$ cat src/twl_defines.svh
// Offsets, field positions, reset values and timing counts for the loader.
// Assumes a 20 MHz core clock and an 11-bit byte address into the store.
`ifndef TWL_DEFINES_SVH
`define TWL_DEFINES_SVH

`define TWL_WS_BYTES 7'd76
`define TWL_TABLE_BYTES 7'd70
`define TWL_LAST_WS_BYTE 7'd75
`define TWL_LAST_SET 5'd24
`define TWL_WIN_BASE 11'd1900
`define TWL_WIN_LAST_BYTE 2'd2

`define TWL_IDX_GATE 7'd70
`define TWL_IDX_VSH1 7'd71
`define TWL_IDX_VSH2 7'd72
`define TWL_IDX_VSL 7'd73
`define TWL_IDX_DUMMY 7'd74
`define TWL_IDX_WIDTH 7'd75

`define TWL_CMD_WS 8'h32
`define TWL_CMD_GATE 8'h03
`define TWL_CMD_SRC 8'h04
`define TWL_CMD_DUMMY 8'h3a
`define TWL_CMD_WIDTH 8'h3b

`define TWL_RST_GATE 8'h00
`define TWL_RST_VSH1 8'h41
`define TWL_RST_VSH2 8'ha8
`define TWL_RST_VSL 8'h32
`define TWL_RST_DUMMY 8'h00
`define TWL_RST_WIDTH 8'h00
`define TWL_RST_TEMP 12'h000

`define TWL_SENSOR_ADDR 7'h48

`define TWL_CLK_MHZ 20
`define TWL_SCL_QUARTER_NS 2500
`define TWL_SCL_QUARTER_CYC ((`TWL_SCL_QUARTER_NS * `TWL_CLK_MHZ + 999) / 1000)

`define TWL_BIT_ADDR_LAST 5'd7
`define TWL_BIT_ACK 5'd8
`define TWL_BIT_B1_FIRST 5'd9
`define TWL_BIT_B1_LAST 5'd16
`define TWL_BIT_MACK 5'd17
`define TWL_BIT_B2_FIRST 5'd18
`define TWL_BIT_B2_LAST 5'd25
`define TWL_BIT_LAST 5'd26

`endif

$ cat src/twl_pkg.sv
// Types shared by the waveform loader and its window comparator.
// Assumes twl_defines.svh supplies all numeric constants.
package twl_pkg;

    typedef enum logic [5:0] {
        L_IDLE = 6'h01,
        L_TEMP = 6'h02,
        L_SCAN = 6'h04,
        L_COPY = 6'h08
    } twl_load_st_t;

    typedef enum logic [3:0] {
        I_IDLE = 4'h1,
        I_START = 4'h2,
        I_BIT = 4'h4,
        I_STOP = 4'h8
    } twl_i2c_st_t;

    typedef struct packed {
        logic [7:0] gate_level;
        logic [7:0] vsh1;
        logic [7:0] vsh2;
        logic [7:0] vsl;
        logic [7:0] dummy_line;
        logic [7:0] gate_width;
    } twl_volt_t;

    typedef struct packed {
        logic [11:0] high;
        logic [11:0] low;
    } twl_win_t;

endpackage

$ cat src/twl_win_match.sv
// Signed temperature window test for one temperature_window.
// Assumes both limits and the reading are 12-bit two's complement.
`timescale 1ns/1ps
module twl_win_match
    import twl_pkg::*;
(
    input wire logic [11:0] temp,
    input wire twl_win_t win,
    output logic hit
);
    // Low limit exclusive, high limit inclusive
    always_comb
    begin
        hit = ($signed(temp) > $signed(win.low)) && ($signed(temp) <= $signed(win.high));
    end
endmodule

$ cat src/twl_loader.sv
// Temperature-driven waveform loader: host writes, sensor read, window scan, copy.
// Assumes a store read port on clk answering each request with one ack pulse.
// What this block does
// - Command 0x32 data fills bytes 0 to 69
// - Command 0x03 data sets byte 70
// - Command 0x04 data sets bytes 71 to 73
// - Command 0x3A data sets byte 74
// - Command 0x3B data sets byte 75
// - Table loads from host or from store
// - Store holds 25 sets plus 25 windows
// - Set m loads when low < temp <= high
// - Set m starts at byte m times 76
// - Windows: three bytes each from byte 1900
// - Scan windows 0 to 24, last match wins
// - No ordering assumed among window limits
// - 560-bit volatile waveform table register
// - 12-bit temperature register for comparison
// - Selection pointer keeps chosen set index
// - Single open-drain two-wire master to sensor
// - Temperature is signed, sixteenth degree units
`timescale 1ns/1ps
`include "twl_defines.svh"
module twl_loader
    import twl_pkg::*;
(
    input wire logic clk,
    input wire logic rst_n,
    input wire logic cmd_valid,
    input wire logic cmd_is_data,
    input wire logic [7:0] cmd_byte,
    input wire logic load_start,
    output logic nvm_req,
    output logic [10:0] nvm_addr,
    input wire logic nvm_ack,
    input wire logic [7:0] nvm_rdata,
    input wire logic sda_in,
    output logic sda_out,
    output logic sda_oe_n,
    input wire logic scl_in,
    output logic scl_out,
    output logic scl_oe_n,
    output logic [559:0] waveform_table_register,
    output twl_volt_t volt_setting,
    output logic [11:0] temperature,
    output logic [4:0] selection_pointer,
    output logic busy,
    output logic sensor_error
);
    twl_load_st_t lst_q;
    twl_i2c_st_t ist_q;
    logic [559:0] table_q;
    twl_volt_t volt_q;
    logic [11:0] temp_q;
    logic [4:0] sel_q;
    logic busy_q;
    logic err_q;
    logic [7:0] cmd_q;
    logic [6:0] hcnt_q;
    logic host_ok;
    logic [6:0] host_idx;
    logic wr_en;
    logic [6:0] wr_idx;
    logic [7:0] wr_data;
    logic req_q;
    logic [10:0] addr_q;
    logic [4:0] wcnt_q;
    logic [1:0] kcnt_q;
    logic [6:0] ccnt_q;
    logic [7:0] wb0_q;
    logic [7:0] wb1_q;
    logic [4:0] cand_q;
    logic found_q;
    twl_win_t win;
    logic hit;
    logic fin_found;
    logic [4:0] fin_idx;
    logic sda_m_q;
    logic sda_s_q;
    logic scl_m_q;
    logic scl_s_q;
    logic [7:0] qcnt_q;
    logic [1:0] qph_q;
    logic [4:0] bit_q;
    logic [15:0] sh_q;
    logic nack_q;
    logic i2c_done_q;
    logic sda_oe_n_q;
    logic scl_oe_n_q;
    logic stall;
    logic tick;
    logic [7:0] addr_byte;

    assign waveform_table_register = table_q;
    assign volt_setting = volt_q;
    assign temperature = temp_q;
    assign selection_pointer = sel_q;
    assign busy = busy_q;
    assign sensor_error = err_q;
    assign nvm_req = req_q;
    assign nvm_addr = addr_q;
    assign sda_oe_n = sda_oe_n_q;
    assign scl_oe_n = scl_oe_n_q;
    // Open-drain pins only ever pull low; the level comes from pull-ups
    assign sda_out = 1'b0;
    assign scl_out = 1'b0;

    // Host command tracking; data bytes count up after each command byte
    always_ff @(posedge clk or negedge rst_n)
    begin
        if (!rst_n)
        begin
            cmd_q <= 8'h00;
            hcnt_q <= 7'h00;
        end
        else if (cmd_valid && !cmd_is_data)
        begin
            cmd_q <= cmd_byte;
            hcnt_q <= 7'h00;
        end
        else if (cmd_valid && hcnt_q != 7'h7f)
        begin
            hcnt_q <= hcnt_q + 7'h01;
        end
    end

    // Map a host data byte to its waveform setting byte
    always_comb
    begin
        host_ok = 1'b0;
        host_idx = 7'h00;
        case (cmd_q)
            `TWL_CMD_WS:
            begin
                host_ok = hcnt_q < `TWL_TABLE_BYTES;
                host_idx = hcnt_q;
            end
            `TWL_CMD_GATE:
            begin
                host_ok = hcnt_q == 7'h00;
                host_idx = `TWL_IDX_GATE;
            end
            `TWL_CMD_SRC:
            begin
                host_ok = hcnt_q < 7'h03;
                host_idx = `TWL_IDX_VSH1 + hcnt_q;
            end
            `TWL_CMD_DUMMY:
            begin
                host_ok = hcnt_q == 7'h00;
                host_idx = `TWL_IDX_DUMMY;
            end
            `TWL_CMD_WIDTH:
            begin
                host_ok = hcnt_q == 7'h00;
                host_idx = `TWL_IDX_WIDTH;
            end
            default:
            begin
                host_ok = 1'b0;
                host_idx = 7'h00;
            end
        endcase
    end

    // One write port shared by host and store copy; host is locked out while busy
    always_comb
    begin
        wr_en = 1'b0;
        wr_idx = 7'h00;
        wr_data = 8'h00;
        if (lst_q == L_COPY && nvm_ack)
        begin
            wr_en = 1'b1;
            wr_idx = ccnt_q;
            wr_data = nvm_rdata;
        end
        else if (!busy_q && cmd_valid && cmd_is_data && host_ok)
        begin
            wr_en = 1'b1;
            wr_idx = host_idx;
            wr_data = cmd_byte;
        end
    end

    always_ff @(posedge clk or negedge rst_n)
    begin
        if (!rst_n)
        begin
            table_q <= 560'h0;
        end
        else if (wr_en && wr_idx < `TWL_TABLE_BYTES)
        begin
            table_q[wr_idx * 8 +: 8] <= wr_data;
        end
    end

    always_ff @(posedge clk or negedge rst_n)
    begin
        if (!rst_n)
        begin
            volt_q <= {`TWL_RST_GATE, `TWL_RST_VSH1, `TWL_RST_VSH2, `TWL_RST_VSL, `TWL_RST_DUMMY, `TWL_RST_WIDTH};
        end
        else if (wr_en)
        begin
            case (wr_idx)
                `TWL_IDX_GATE: volt_q.gate_level <= wr_data;
                `TWL_IDX_VSH1: volt_q.vsh1 <= wr_data;
                `TWL_IDX_VSH2: volt_q.vsh2 <= wr_data;
                `TWL_IDX_VSL: volt_q.vsl <= wr_data;
                `TWL_IDX_DUMMY: volt_q.dummy_line <= wr_data;
                `TWL_IDX_WIDTH: volt_q.gate_width <= wr_data;
                default: volt_q <= volt_q;
            endcase
        end
    end

    // Window assembled from the two held bytes and the byte now arriving
    always_comb
    begin
        win.low = {wb1_q[3:0], wb0_q};
        win.high = {nvm_rdata, wb1_q[7:4]};
    end

    twl_win_match u_match (
        .temp(temp_q),
        .win(win),
        .hit(hit)
    );

    // Each window is judged alone, so unsorted or overlapping limits are fine
    assign fin_found = found_q || hit;
    assign fin_idx = hit ? wcnt_q : cand_q;

    // Loader sequence: sensor read, 25-window scan, then 76-byte copy
    always_ff @(posedge clk or negedge rst_n)
    begin
        if (!rst_n)
        begin
            lst_q <= L_IDLE;
            busy_q <= 1'b0;
            err_q <= 1'b0;
            addr_q <= 11'h000;
            wcnt_q <= 5'h00;
            kcnt_q <= 2'h0;
            ccnt_q <= 7'h00;
            wb0_q <= 8'h00;
            wb1_q <= 8'h00;
            cand_q <= 5'h00;
            found_q <= 1'b0;
            sel_q <= 5'h00;
        end
        else
        begin
            case (lst_q)
                L_IDLE:
                begin
                    if (load_start)
                    begin
                        lst_q <= L_TEMP;
                        busy_q <= 1'b1;
                    end
                end
                L_TEMP:
                begin
                    if (i2c_done_q)
                    begin
                        err_q <= nack_q;
                        lst_q <= nack_q ? L_IDLE : L_SCAN;
                        busy_q <= !nack_q;
                        addr_q <= `TWL_WIN_BASE;
                        wcnt_q <= 5'h00;
                        kcnt_q <= 2'h0;
                        found_q <= 1'b0;
                    end
                end
                L_SCAN:
                begin
                    if (nvm_ack)
                    begin
                        addr_q <= addr_q + 11'h001;
                        kcnt_q <= (kcnt_q == `TWL_WIN_LAST_BYTE) ? 2'h0 : kcnt_q + 2'h1;
                        if (kcnt_q == 2'h0)
                        begin
                            wb0_q <= nvm_rdata;
                        end
                        if (kcnt_q == 2'h1)
                        begin
                            wb1_q <= nvm_rdata;
                        end
                        if (kcnt_q == `TWL_WIN_LAST_BYTE)
                        begin
                            found_q <= fin_found;
                            cand_q <= fin_idx;
                            wcnt_q <= wcnt_q + 5'h01;
                            if (wcnt_q == `TWL_LAST_SET)
                            begin
                                // Pointer moves only when some window matched
                                if (fin_found)
                                begin
                                    sel_q <= fin_idx;
                                    addr_q <= 11'(fin_idx) * 11'(`TWL_WS_BYTES);
                                    ccnt_q <= 7'h00;
                                    lst_q <= L_COPY;
                                end
                                else
                                begin
                                    lst_q <= L_IDLE;
                                    busy_q <= 1'b0;
                                end
                            end
                        end
                    end
                end
                L_COPY:
                begin
                    if (nvm_ack)
                    begin
                        addr_q <= addr_q + 11'h001;
                        ccnt_q <= ccnt_q + 7'h01;
                        if (ccnt_q == `TWL_LAST_WS_BYTE)
                        begin
                            lst_q <= L_IDLE;
                            busy_q <= 1'b0;
                        end
                    end
                end
                default:
                begin
                    lst_q <= L_IDLE;
                    busy_q <= 1'b0;
                end
            endcase
        end
    end

    // Read request drops for a cycle after each ack so every byte is one handshake
    always_ff @(posedge clk or negedge rst_n)
    begin
        if (!rst_n)
        begin
            req_q <= 1'b0;
        end
        else if (nvm_ack)
        begin
            req_q <= 1'b0;
        end
        else if (lst_q == L_SCAN || lst_q == L_COPY)
        begin
            req_q <= 1'b1;
        end
    end

    // Two-stage synchronisers for the sensor lines
    always_ff @(posedge clk or negedge rst_n)
    begin
        if (!rst_n)
        begin
            sda_m_q <= 1'b1;
            sda_s_q <= 1'b1;
            scl_m_q <= 1'b1;
            scl_s_q <= 1'b1;
        end
        else
        begin
            sda_m_q <= sda_in;
            sda_s_q <= sda_m_q;
            scl_m_q <= scl_in;
            scl_s_q <= scl_m_q;
        end
    end

    // A sensor holding the clock low stretches the high phase
    assign stall = (ist_q == I_BIT) && (qph_q == 2'h2) && !scl_s_q;
    assign tick = (qcnt_q == 8'(`TWL_SCL_QUARTER_CYC - 1)) && !stall;
    assign addr_byte = {`TWL_SENSOR_ADDR, 1'b1};

    always_ff @(posedge clk or negedge rst_n)
    begin
        if (!rst_n)
        begin
            qcnt_q <= 8'h00;
        end
        else if (ist_q == I_IDLE || tick)
        begin
            qcnt_q <= 8'h00;
        end
        else if (!stall)
        begin
            qcnt_q <= qcnt_q + 8'h01;
        end
    end

    // Two-wire read: start, address+read, ack, byte, ack, byte, nack, stop
    always_ff @(posedge clk or negedge rst_n)
    begin
        if (!rst_n)
        begin
            ist_q <= I_IDLE;
            qph_q <= 2'h0;
            bit_q <= 5'h00;
            sh_q <= 16'h0000;
            nack_q <= 1'b0;
            i2c_done_q <= 1'b0;
            sda_oe_n_q <= 1'b1;
            scl_oe_n_q <= 1'b1;
            temp_q <= `TWL_RST_TEMP;
        end
        else
        begin
            i2c_done_q <= 1'b0;
            case (ist_q)
                I_IDLE:
                begin
                    if (lst_q == L_IDLE && load_start)
                    begin
                        ist_q <= I_START;
                        qph_q <= 2'h0;
                        nack_q <= 1'b0;
                    end
                end
                I_START:
                begin
                    if (tick)
                    begin
                        qph_q <= qph_q + 2'h1;
                        if (qph_q == 2'h0)
                        begin
                            sda_oe_n_q <= 1'b0;
                        end
                        else
                        begin
                            scl_oe_n_q <= 1'b0;
                            ist_q <= I_BIT;
                            qph_q <= 2'h0;
                            bit_q <= 5'h00;
                        end
                    end
                end
                I_BIT:
                begin
                    if (tick)
                    begin
                        qph_q <= qph_q + 2'h1;
                        case (qph_q)
                            2'h0:
                            begin
                                if (bit_q <= `TWL_BIT_ADDR_LAST)
                                begin
                                    sda_oe_n_q <= addr_byte[3'(`TWL_BIT_ADDR_LAST - bit_q)];
                                end
                                else
                                begin
                                    sda_oe_n_q <= (bit_q != `TWL_BIT_MACK);
                                end
                            end
                            2'h1: scl_oe_n_q <= 1'b1;
                            2'h2:
                            begin
                                if (bit_q == `TWL_BIT_ACK && sda_s_q)
                                begin
                                    nack_q <= 1'b1;
                                end
                                if ((bit_q >= `TWL_BIT_B1_FIRST && bit_q <= `TWL_BIT_B1_LAST) ||
                                    (bit_q >= `TWL_BIT_B2_FIRST && bit_q <= `TWL_BIT_B2_LAST))
                                begin
                                    sh_q <= {sh_q[14:0], sda_s_q};
                                end
                            end
                            default:
                            begin
                                scl_oe_n_q <= 1'b0;
                                bit_q <= bit_q + 5'h01;
                                if (bit_q == `TWL_BIT_LAST)
                                begin
                                    ist_q <= I_STOP;
                                    qph_q <= 2'h0;
                                end
                            end
                        endcase
                    end
                end
                I_STOP:
                begin
                    if (tick)
                    begin
                        qph_q <= qph_q + 2'h1;
                        case (qph_q)
                            2'h0: sda_oe_n_q <= 1'b0;
                            2'h1: scl_oe_n_q <= 1'b1;
                            default:
                            begin
                                sda_oe_n_q <= 1'b1;
                                ist_q <= I_IDLE;
                                i2c_done_q <= 1'b1;
                                // A failed read keeps the last good temperature
                                if (!nack_q)
                                begin
                                    temp_q <= {sh_q[15:8], sh_q[7:4]};
                                end
                            end
                        endcase
                    end
                end
                default:
                begin
                    ist_q <= I_IDLE;
                    sda_oe_n_q <= 1'b1;
                    scl_oe_n_q <= 1'b1;
                end
            endcase
        end
    end
endmodule

$ cat config.mk
export PLATFORM = sky130hd
export DESIGN_NAME = twl_loader
export DESIGN_NICKNAME = d
export VERILOG_FILES = /design/src/twl_pkg.sv /design/src/twl_win_match.sv /design/src/twl_loader.sv
export VERILOG_INCLUDE_DIRS = /design/src
export SDC_FILE = /design/constraint.sdc
export NUM_CORES = 1
export LEC_CHECK = 0
export BUFFER_PORTS_ARGS = -buffer_cell sky130_fd_sc_hd__buf_2
export CAP_MARGIN = 5
export CORE_AREA = 2 2 257 259
export DETAILED_ROUTE_END_ITERATION = 16
export DIE_AREA = 0 0 259 261
export PLACE_DENSITY = 0.73
export RECOVER_POWER = 50
export SLEW_MARGIN = 20
export SYNTH_ARGS = -nofsm -noshare
export SYNTH_HDL_FRONTEND = slang
export SYNTH_SLANG_ARGS = --single-unit
$ cat constraint.sdc
create_clock -name clk -period 9.2 [get_ports clk]
set_clock_uncertainty 0.05 [all_clocks]
set_input_delay 1.84 -clock clk [delete_from_list [all_inputs] [get_ports clk]]
set_output_delay 1.84 -clock clk [all_outputs]
set_load 0.1 [all_outputs]
Yosys cells after proc, flatten, opt, wreduce, memory -nomap -nowiden

Memory sizes are Yosys's and may differ from the RTL's.
Index checks and enable logic that the tools add are counted.

Register bits: 739
Bits in read-only memories: 8
Input port bits: 24
Output and inout bits: 643
Word-level logic and storage cells: 290
Memories: 1

Add/subtract/negate cells: 11
$mul: 1
Magnitude comparators: 11
Equal/unequal tests: 55
Shift operators: 2
Muxes and demuxes: 106
Bitwise gates (word level): 3
Reduce and logical (&&, ||, !) cells: 64

Memories:

| memory           | words | width | read ports | clocked after memory_dff | write ports | RTL line          | source |
|---|---|---|---|---|---|---|---|
| (name not given) | 8     | 1     | 1          | 0                        | 0           | twl_loader.sv:449 | `` sda_oe_n_q <= addr_byte[3'(`TWL_BIT_ADDR_LAST - bit_q)]; `` |

Operators with widths:

| kind                                                    | count |
|---|---|
| bitwise mux 560 bit                                     | 1 |
| variable shift 8 x 34 -> 560 bit (first input constant) | 1 |
| indexed part select 8 x 34 -> 560 bit                   | 1 |
| 2-to-1 mux 11 bit                                       | 6 |
| 2-to-1 mux 7 bit                                        | 9 |
| == test 7 bit (second input constant)                   | 7 |
| 2-to-1 mux 6 bit                                        | 7 |
| 2-to-1 mux 5 bit                                        | 8 |
| inequality test 2 bit (second input constant)           | 19 |
| 2-to-1 mux 4 bit                                        | 9 |
| one-hot mux 7 bit (5 select lines)                      | 1 |
| 2-to-1 mux 1 bit                                        | 34 |
| negation 10 -> 34 bit                                   | 1 |
| one-hot mux 11 bit (3 select lines)                     | 1 |
| == test 8 x 6 -> 1 bit (second input constant)          | 4 |
| 2-to-1 mux 8 bit                                        | 4 |
| one-hot mux 6 bit (4 select lines)                      | 1 |
| AND reduction 7 bit                                     | 3 |
| 2-to-1 mux 2 bit                                        | 10 |
| one-hot mux 5 bit (2 select lines)                      | 2 |
| AND reduction 5 bit                                     | 4 |
| one-hot mux 4 bit (4 select lines)                      | 1 |
| AND reduction 4 bit                                     | 4 |
| AND reduction 8 bit                                     | 2 |
| other kinds (55)                                        | 113 |

Depth between registers and ports, before layout

Gate-level depths: netlist of run 1.

Depth in word-level cells: 9
Depth in mapped cells: 23
Depth with buffers taken out: 23

Hierarchy

Synthesis of run 1 repeated with hierarchy kept, for this count alone.

Cells, all modules: 2942
Area, all modules: 32945.3 um2

Modules (own cells, without submodules):

| module        | instances | cells each | area an instance (um2) | sequential area each (um2) |
|---|---|---|---|---|
| twl_loader    | 1         | 2857       | 32303.5                | 18462.7 |
| twl_win_match | 1         | 85         | 641.9                  | 0.0 |

Least setup slack after synthesis of run 1

Ideal clock, no wire load.

Path kind: input -> register
Start: input port nvm_rdata[1]
End: register addr_q[10] (netlist: nvm_addr[10])
Setup time: 136 ps
Data arrival time: 5562 ps
Data required time: 9014 ps
Slack: 3453 ps
Stages: 21
Buffers on the path: 0
Cell sequence: inv_1 ha_1 a21oi_1 nor2b_1 o21ai_0 nand4b_1 o21ai_0 nand3_1 mux2i_1 inv_1 ha_1 ha_1 ha_1 nor2b_1 o21ai_0 nand2b_1 a21o_1 a21oi_1 xnor2_1 a2111oi_0 nor3_1

Word-level cells in the longest chain between the ends: 9
Elaborated cells on any way between the ends: 10
Classes of those cells: mul (1); order compare (1); mux (6); reduce/logical (2)

RTL lines:

| what                                | RTL line            | source |
|---|---|---|
| start, declared                     | twl_loader.sv:35    | `input wire logic [7:0] nvm_rdata,` |
| less-or-equal comparator 12 bit     | twl_win_match.sv:14 | `hit = ($signed(temp) > $signed(win.low)) && ($signed(temp) <= $signed(win.high));` |
| logical AND 1 bit                   | twl_win_match.sv:14 |  |
| 2-to-1 mux 5 bit                    | twl_loader.sv:232   | `assign fin_idx = hit ? wcnt_q : cand_q;` |
| named net fin_idx[3]                | twl_loader.sv:76    | `logic [4:0] fin_idx;` |
| multiplier 5 x 5 -> 9 bit           | twl_loader.sv:301   | `` addr_q <= 11'(fin_idx) * 11'(`TWL_WS_BYTES); `` |
| 2-to-1 mux 11 bit                   | twl_loader.sv:298   | `if (fin_found)` |
| 2-to-1 mux 11 bit                   | twl_loader.sv:295   | `` if (wcnt_q == `TWL_LAST_SET) `` |
| 2-to-1 mux 11 bit                   | twl_loader.sv:290   | `` if (kcnt_q == `TWL_WIN_LAST_BYTE) `` |
| 2-to-1 mux 11 bit                   | twl_loader.sv:278   | `if (nvm_ack)` |
| one-hot mux 11 bit (3 select lines) | twl_loader.sv:254   | `case (lst_q)` |
| end signal, assigned                | twl_loader.sv:270   | `` addr_q <= `TWL_WIN_BASE; `` |
| end signal, assigned                | twl_loader.sv:280   | `addr_q <= addr_q + 11'h001;` |
| end signal, assigned                | twl_loader.sv:301   |  |
| end, declared                       | twl_loader.sv:65    | `logic [10:0] addr_q;` |

The timed path passes the listed nets, and every way through them passes these cells. The select of a mux whose other input is x is not followed.
A chain may end at the register's enable or synchronous reset.

Final worst setup path of run 1

Start: input port nvm_ack
End: register table_q[327] (netlist: waveform_table_register[327])

Word-level cells in the longest chain between the ends: 5
Elaborated cells on any way between the ends: 10
Classes of those cells: add/sub (1); order compare (1); shift (2); mux (4); reduce/logical (2)

RTL lines:

| what                                                                                      | RTL line          | source |
|---|---|---|
| start, declared                                                                           | twl_loader.sv:34  | `input wire logic nvm_ack,` |
| logical AND 1 bit (*)                                                                     | twl_loader.sv:171 | `if (lst_q == L_COPY && nvm_ack)` |
| 2-to-1 mux 7 bit                                                                          | twl_loader.sv:171 |  |
| negation 10 -> 34 bit                                                                     | twl_loader.sv:193 | `table_q[wr_idx * 8 +: 8] <= wr_data;` |
| indexed part select 8 x 34 -> 560 bit or variable shift 8 x 34 -> 560 bit (tied branches) | twl_loader.sv:193 |  |
| bitwise mux 560 bit                                                                       | twl_loader.sv:193 |  |
| end signal, assigned by index                                                             | twl_loader.sv:193 |  |
| end, declared                                                                             | twl_loader.sv:51  | `logic [559:0] table_q;` |

Mark *: on every way between the ends. The rest lies on a longest branch, timed or not.

==> results.json, run 1 <==
{
  "synth_top_family_by_area": "multiplexers",
  "post_cts.resized_instances": 0,
  "synth_flop_cell": "dfrtp_1",
  "synth_compound_area_share_pct": 8.218,
  "drt-pass1-iter-count": 5,
  "clk_path_buf_depth": 3,
  "r2r_slack_ps": 3120,
  "crit_start": "nvm_ack",
  "areaGrowthSynthToFinish_pct": 20.26,
  "via_per_inst": 5.749,
  "ant_nets": 0,
  "fin_crit_sh_pct": 73.44,
  "synth_simple_gate_area_share_pct": 13.39,
  "wirelength_microns": 109800,
  "routedWlPerCell_microns": 24.87,
  "rows": 94,
  "die-area_sq_um": 67600,
  "fin_setup_tns_ps": 0,
  "num_vias": 25380,
  "r2r-start": "cmd_q[7]$_DFFE_PN0P_",
  "cts_root_buf": "clkbuf_16",
  "yosys.area_share.adder_pct": 2.444,
  "core_area_sq_um": 65040,
  "final_area_sq_um": 38540,
  "grt_pass1_vias": 24650,
  "crit_path_top_delay_cell": "nor4_4",
  "postSynthAreaPerCell_sq_um": 11.30,
  "drtIter0Drc": 2269,
  "hold_violations": 0,
  "synth-edff-count": 0,
  "cp.required_ps": 9680,
  "fillers": 5543,
  "layout_common_cells": "dfrtp_1, mux2_2, clkbuf_1",
  "clock_sink_count": 737,
  "synth-xor-area-share_pct": 0.7378,
  "r2r_cells": 15,
  "slew_violations": 264,
  "synth_area_leaders": "dfrtp_1, mux2_2, nand2_1",
  "drive_gt1_share_pct": 25.87,
  "die_h_microns": 261,
  "r2r-end": "waveform_table_register[481]$_DFFE_PN0P_",
  "final_common_cell": "dfrtp_1",
  "final_net_count": 3567,
  "dieWidth_microns": 259,
  "min_period_ps": 6756,
  "cts_buffers": 77,
  "cts_hold_buf": 0,
  "p_leak_nw": 18.72,
  "violations": "capacitance limit, slew limit",
  "hp-class": "reg2reg",
  "path_cells": "clkbuf_1 > nand2_1 > o21ai_1 > or2_2 > ha_1 > inv_1 > nor3_1 > nor3_1 > a221o_1 > nor3_2 > inv_1 > nor4_4 > mux2_2",
  "grt_usage_pct": 31.66,
  "synth_seq_cells": 737,
  "worstPathArrival_ps": 7230,
  "cp_max_fo": 21,
  "cts_htree_levels": 3,
  "synthCells": 2837,
  "postCtsSetupBuffers": 0,
  "start_util_pct": 49.28,
  "io_pins": 667,
  "grt_pass1_wl_microns": 160200,
  "drcViolationCount": 0,
  "max-slew-margin-rel_pct": -170.6,
  "path_clk_slew_ps": 60,
  "cap_violations": 4,
  "portBuffers": 664,
  "crit_end": "waveform_table_register[327]$_DFFE_PN0P_",
  "cts_tree": "done",
  "rsz0062_at_grt": "no",
  "place_area_sq_um": 36360,
  "gp_congestion": 0.9439,
  "detailed_place_hpwl_microns": 81040,
  "crit_type": "in2reg",
  "synth_top_area_share_pct": 56.29,
  "power_density_nw_per_um2": 199.0,
  "clk_latency_ps": 630,
  "ir_worst_vdd_v": 0.0001391,
  "seq_area_frac_synth_pct": 57.60,
  "max_freq_ghz": 0.1480,
  "finalSetupViolations": 0,
  "tightest_slew_ps": 4059,
  "grt_max_degree": 165,
  "synth_top_cell_by_area": "dfrtp_1",
  "crit_path_end_kind": "flip-flop",
  "grt-ovfl-total": 0,
  "syn_area_sq_um": 32050,
  "yosysWarningCount": 0,
  "grt_antenna_before_repair": 8,
  "slowest_delay_ps": 690,
  "yosysUniqueCellTypes": 79,
  "async_flop_share_pct": 100.0,
  "whs_ps": 305.7,
  "cp-start-kind": "primary input",
  "status": "finished, violations left",
  "synthMuxAreaShare_pct": 15.14
}
-- report_power, final --
part,internal [W],switching [W]
registers,0.00336,0.000146
clock network,0.00189,0.00138
logic,0.000242,0.000645
-- through the flow --
step	power [W]	cells	util, %	worst slack, ps
2_1_floorplan	0.004183	2838	-	3453
3_5_place_dp	0.004452	4266	55.91	2186
3_3_place_gp	0.004435	4266	55.91	2379
4_1_cts	0.007712	4408	60.04	2848
5_1_grt	0.007945	4414	59.26	1587
6_report	0.007669	4415	59.26	2444
-- area by class of cell --
class                           count  area (sq um)  area share (%)
Multi-Input combinational cell   1899         12920           33.52
Tap cell                          864          1081           2.805
Clock inverter                     36         499.2           1.295
Inverter                           62         232.7          0.6038
Clock buffer                      106          2187           5.674
Antenna cell                        7         17.52         0.04545
Timing Repair Buffer              704          3143           8.155
Sequential cell                   737         18460           47.90
-- sequential cells by signal, indices dropped and copies added (netlist names), 2 cells and up --
name                     cells
qph_q                        2
bit_q                        5
selection_pointer            5
wb0_q                        8
hcnt_q                       7
wb1_q                        8
volt_setting                48
nvm_addr                    11
sh_q                        16
ist_q                        4
lst_q                        4
ccnt_q                       7
cmd_q                        8
qcnt_q                       8
cand_q                       5
temperature                 12
waveform_table_register    560
wcnt_q                       5
kcnt_q                       2
-- metal layers --
layer  up-vias  GRT usage [%]  share of wire [%]
li1      11240              -                  -
met1     12730          40.18                 39
met2      1126          50.77                 47
met3       294          8.256                8.6
met4         2          15.32                5.3
met5         -              0              0.012
-- cells in the mapped netlist (16+ instances only) --
| library cell | count |
|---|---|
| nor2_1 | 258 |
| clkbuf_1 | 116 |
| o31ai_1 | 25 |
| dfrtp_1 | 721 |
| and3_1 | 27 |
| a31oi_1 | 16 |
| o21ai_0 | 191 |
| dfstp_2 | 16 |
| inv_1 | 62 |
| mux2_2 | 423 |
| nor2b_1 | 17 |
| and2_1 | 16 |
| nand2_1 | 371 |
| or3_1 | 17 |
| nand4_1 | 20 |
| nand3_1 | 60 |
| nor3_1 | 67 |
| a21oi_1 | 97 |
| ha_1 | 61 |
-- critical path, delay by kind of cell --
kind	cells	cell delay, ps
buf+inv	3	670
mux	1	400
fa+ha+maj	1	320
compound gates	2	1190
simple gates	6	2770
-- logic make-up after synthesis --
group | Yosys count
other | 1
AOI/OAI and AO/OA | 438
xor gates and xnor gates | 27
adders and majority gates | 62
muxes | 432
DFF | 737
and+or+nand+nor | 938
buffers and inverters | 202
-- how the worst min path moves through the flow --
stage / endpoint / slack (ps) / start / cells after the start
after detailed placement: sda_s_q$_DFF_PN1_ / 300 / sda_m_q$_DFF_PN1_ / 0
after floorplan: scl_s_q$_DFF_PN1_ / 300 / scl_m_q$_DFF_PN1_ / 0
after global placement: scl_s_q$_DFF_PN1_ / 300 / scl_m_q$_DFF_PN1_ / 0
after global routing: scl_s_q$_DFF_PN1_ / 300 / scl_m_q$_DFF_PN1_ / 0
final: sda_s_q$_DFF_PN1_ / 310 / sda_m_q$_DFF_PN1_ / 0
after CTS: sda_s_q$_DFF_PN1_ / 310 / sda_m_q$_DFF_PN1_ / 0
Power figures use the tool's default switching activity.
==> inputs of run 2 (changes only) <==
--- a/config.mk
+++ b/config.mk
@@ -11,7 +11,7 @@
 export CORE_AREA = 2 2 257 259
 export DETAILED_ROUTE_END_ITERATION = 16
 export DIE_AREA = 0 0 259 261
-export PLACE_DENSITY = 0.73
+export PLACE_DENSITY = 0.76
 export RECOVER_POWER = 50
 export SLEW_MARGIN = 20
 export SYNTH_ARGS = -nofsm -noshare
==> constraint.sdc (replaced) <==
create_clock -name clk -period 6.1 [get_ports clk]
set_clock_uncertainty 0.05 [all_clocks]
set_input_delay 1.22 -clock clk [delete_from_list [all_inputs] [get_ports clk]]
set_output_delay 1.22 -clock clk [all_outputs]
set_load 0.1 [all_outputs]
==> run 2 against run 1 <==
Effect of this change: non-clock buffer count up 24; via count up 2.0%; the run still ends with capacitance limit, slew limit left; total power up 53%; utilization up 0.65 points; critical path depth up 1; die area unchanged; critical path type is now reg2reg.
==> results.json, run 2 (same netlist as run 1, synthesis figures left out) <==
{
  "via_per_inst": 5.833,
  "r2r-start": "lst_q[0]$_DFFE_PN1P_",
  "cts_hold_buf": 0,
  "slew_violations": 68,
  "drt-pass1-iter-count": 8,
  "cp_max_fo": 15,
  "io_pins": 667,
  "cts_htree_levels": 3,
  "portBuffers": 664,
  "rows": 94,
  "setup_ws_ps": 446.6,
  "clk_latency_ps": 640,
  "cap_violations": 1,
  "power_w": 0.01172,
  "grt_pass1_wl_microns": 165100,
  "path_cells": "or4b_2 > nor2_2 > o41ai_1 > nor2_1 > inv_1 > ha_1 > inv_1 > nor3_1 > nor3_1 > a221o_1 > nor3_2 > buf_4 > and3_1 > mux2_2",
  "fin_crit_sh_pct": 92.68,
  "tightest_slew_ps": 4442,
  "grt_antenna_before_repair": 2,
  "grt_usage_pct": 32.65,
  "crit_type": "reg2reg",
  "die_h_microns": 261,
  "clk_path_buf_depth": 3,
  "r2r_slack_ps": 450,
  "fillers": 5409,
  "final_common_cell": "dfrtp_1",
  "fin_setup_tns_ps": 0,
  "power_density_nw_per_um2": 300.8,
  "p_leak_nw": 19.38,
  "finalSetupViolations": 0,
  "min_period_ps": 5653,
  "status": "finished, violations left",
  "grt_max_degree": 134,
  "cts_root_buf": "clkbuf_16",
  "crit_end": "waveform_table_register[98]$_DFFE_PN0P_",
  "crit_family": "simple AND/OR/NAND/NOR gates",
  "drtIter0Drc": 2523,
  "hold_violations": 0,
  "largest_reg_flops": 560,
  "hp-class": "reg2reg",
  "postCtsSetupBuffers": 0,
  "slowest_delay_ps": 800,
  "core_area_sq_um": 65040,
  "worstPathArrival_ps": 6110,
  "clock_sink_count": 737,
  "layout_common_cells": "dfrtp_1, mux2_2, buf_2",
  "routedWlPerCell_microns": 25.37,
  "ir_worst_vdd_v": 0.0002244,
  "post_cts.resized_instances": 0,
  "die-area_sq_um": 67600,
  "final_net_count": 3593,
  "r2r-end": "waveform_table_register[98]$_DFFE_PN0P_",
  "grt-ovfl-total": 0,
  "max-slew-margin-rel_pct": -196.2,
  "cp.required_ps": 6560,
  "areaGrowthSynthToFinish_pct": 21.57,
  "ant_nets": 0,
  "crit_start": "lst_q[0]$_DFFE_PN1P_",
  "crit_path_top_delay_cell": "dfstp_1",
  "cp-start-kind": "flip-flop",
  "start_util_pct": 49.28,
  "path_clk_slew_ps": 60,
  "dieWidth_microns": 259,
  "max_freq_ghz": 0.1769,
  "num_vias": 25900,
  "crit_path_end_kind": "flip-flop",
  "dp_slack_ps": 77.26,
  "wirelength_microns": 112600,
  "cts_buffers": 79,
  "drcViolationCount": 0,
  "crit_buf_inv": 3,
  "detailed_place_hpwl_microns": 82510,
  "rsz0062_at_grt": "no",
  "drive_gt1_share_pct": 29.86,
  "violations": "capacitance limit, slew limit",
  "gp_congestion": 0.9383,
  "path_depth": 14,
  "r2r_cells": 14,
  "grt_pass1_vias": 25400,
  "cts_tree": "done"
}
==> run 2: cell count changes in the layout (fill, tap and decap cells not counted), sizes merged <==
cell | previous run | this run
diode | 7 | 3
clkinvlp | 5 | 9
inv | 66 | 67
clkinv | 20 | 19
bufinv | 7 | 6
clkbuf | 507 | 395
buf | 303 | 441
==> run 2: layer usage <==
metal	wire length (microns)	global-route usage [%]	share of wire, %	up-vias
met4	5516	14.52	4.9	0
li1	-	-	-	11310
met5	0	0	0	-
met3	10220	9.050	9.1	308
met2	52300	51.76	46	1241
met1	44610	42.13	40	13040
==> run 2: layout make-up <==
| class | count | area, sq um | share of cell area, % |
|---|---|---|---|
| clock buffers | 108 | 2276 | 5.841 |
| inverters | 62 | 232.7 | 0.5973 |
| clock inverters | 39 | 493.0 | 1.265 |
| multi-input cells | 1899 | 12930 | 33.17 |
| repair buffers | 728 | 3486 | 8.946 |
| flip-flops and latches | 737 | 18460 | 47.38 |
| well taps | 864 | 1081 | 2.774 |
| diodes | 3 | 7.507 | 0.01927 |
==> run 2: where the power goes <==
part           switching (W)  leakage (nW)  internal [W]  total [W]
Clock                0.00214          1.34       0.00292    0.00505
Sequential          0.000223          10.1       0.00507    0.00529
Combinational       0.000998          7.91      0.000378    0.00138
==> run 2: worst min path at each step <==
| stage | start | endpoint | slack (ps) | cells past startpoint |
|---|---|---|---|---|
| 3_3_place_gp | sda_m_q$_DFF_PN1_ | sda_s_q$_DFF_PN1_ | 300 | 0 |
| 4_1_cts | sda_m_q$_DFF_PN1_ | sda_s_q$_DFF_PN1_ | 300 | 0 |
| 3_5_place_dp | sda_m_q$_DFF_PN1_ | sda_s_q$_DFF_PN1_ | 300 | 0 |
| 2_1_floorplan | scl_m_q$_DFF_PN1_ | scl_s_q$_DFF_PN1_ | 300 | 0 |
| 5_1_grt | sda_m_q$_DFF_PN1_ | sda_s_q$_DFF_PN1_ | 300 | 0 |
| 6_report | sda_m_q$_DFF_PN1_ | sda_s_q$_DFF_PN1_ | 300 | 0 |
==> run 2: metrics by stage <==
| stage | utilization (%) | hold slack (ps) | std cells | instance area, sq um |
|---|---|---|---|---|
| CTS | 60.47 | 303.8 | 4437 | 39330 |
| global route | 59.90 | 304.1 | 4437 | 38960 |
| detailed placement | 56.22 | 299.9 | 4290 | 36560 |
| global placement | 56.22 | 297.5 | 4290 | 36560 |
| finish | 59.91 | 299.1 | 4440 | 38960 |
| floorplan | - | 295.2 | 2838 | 32050 |
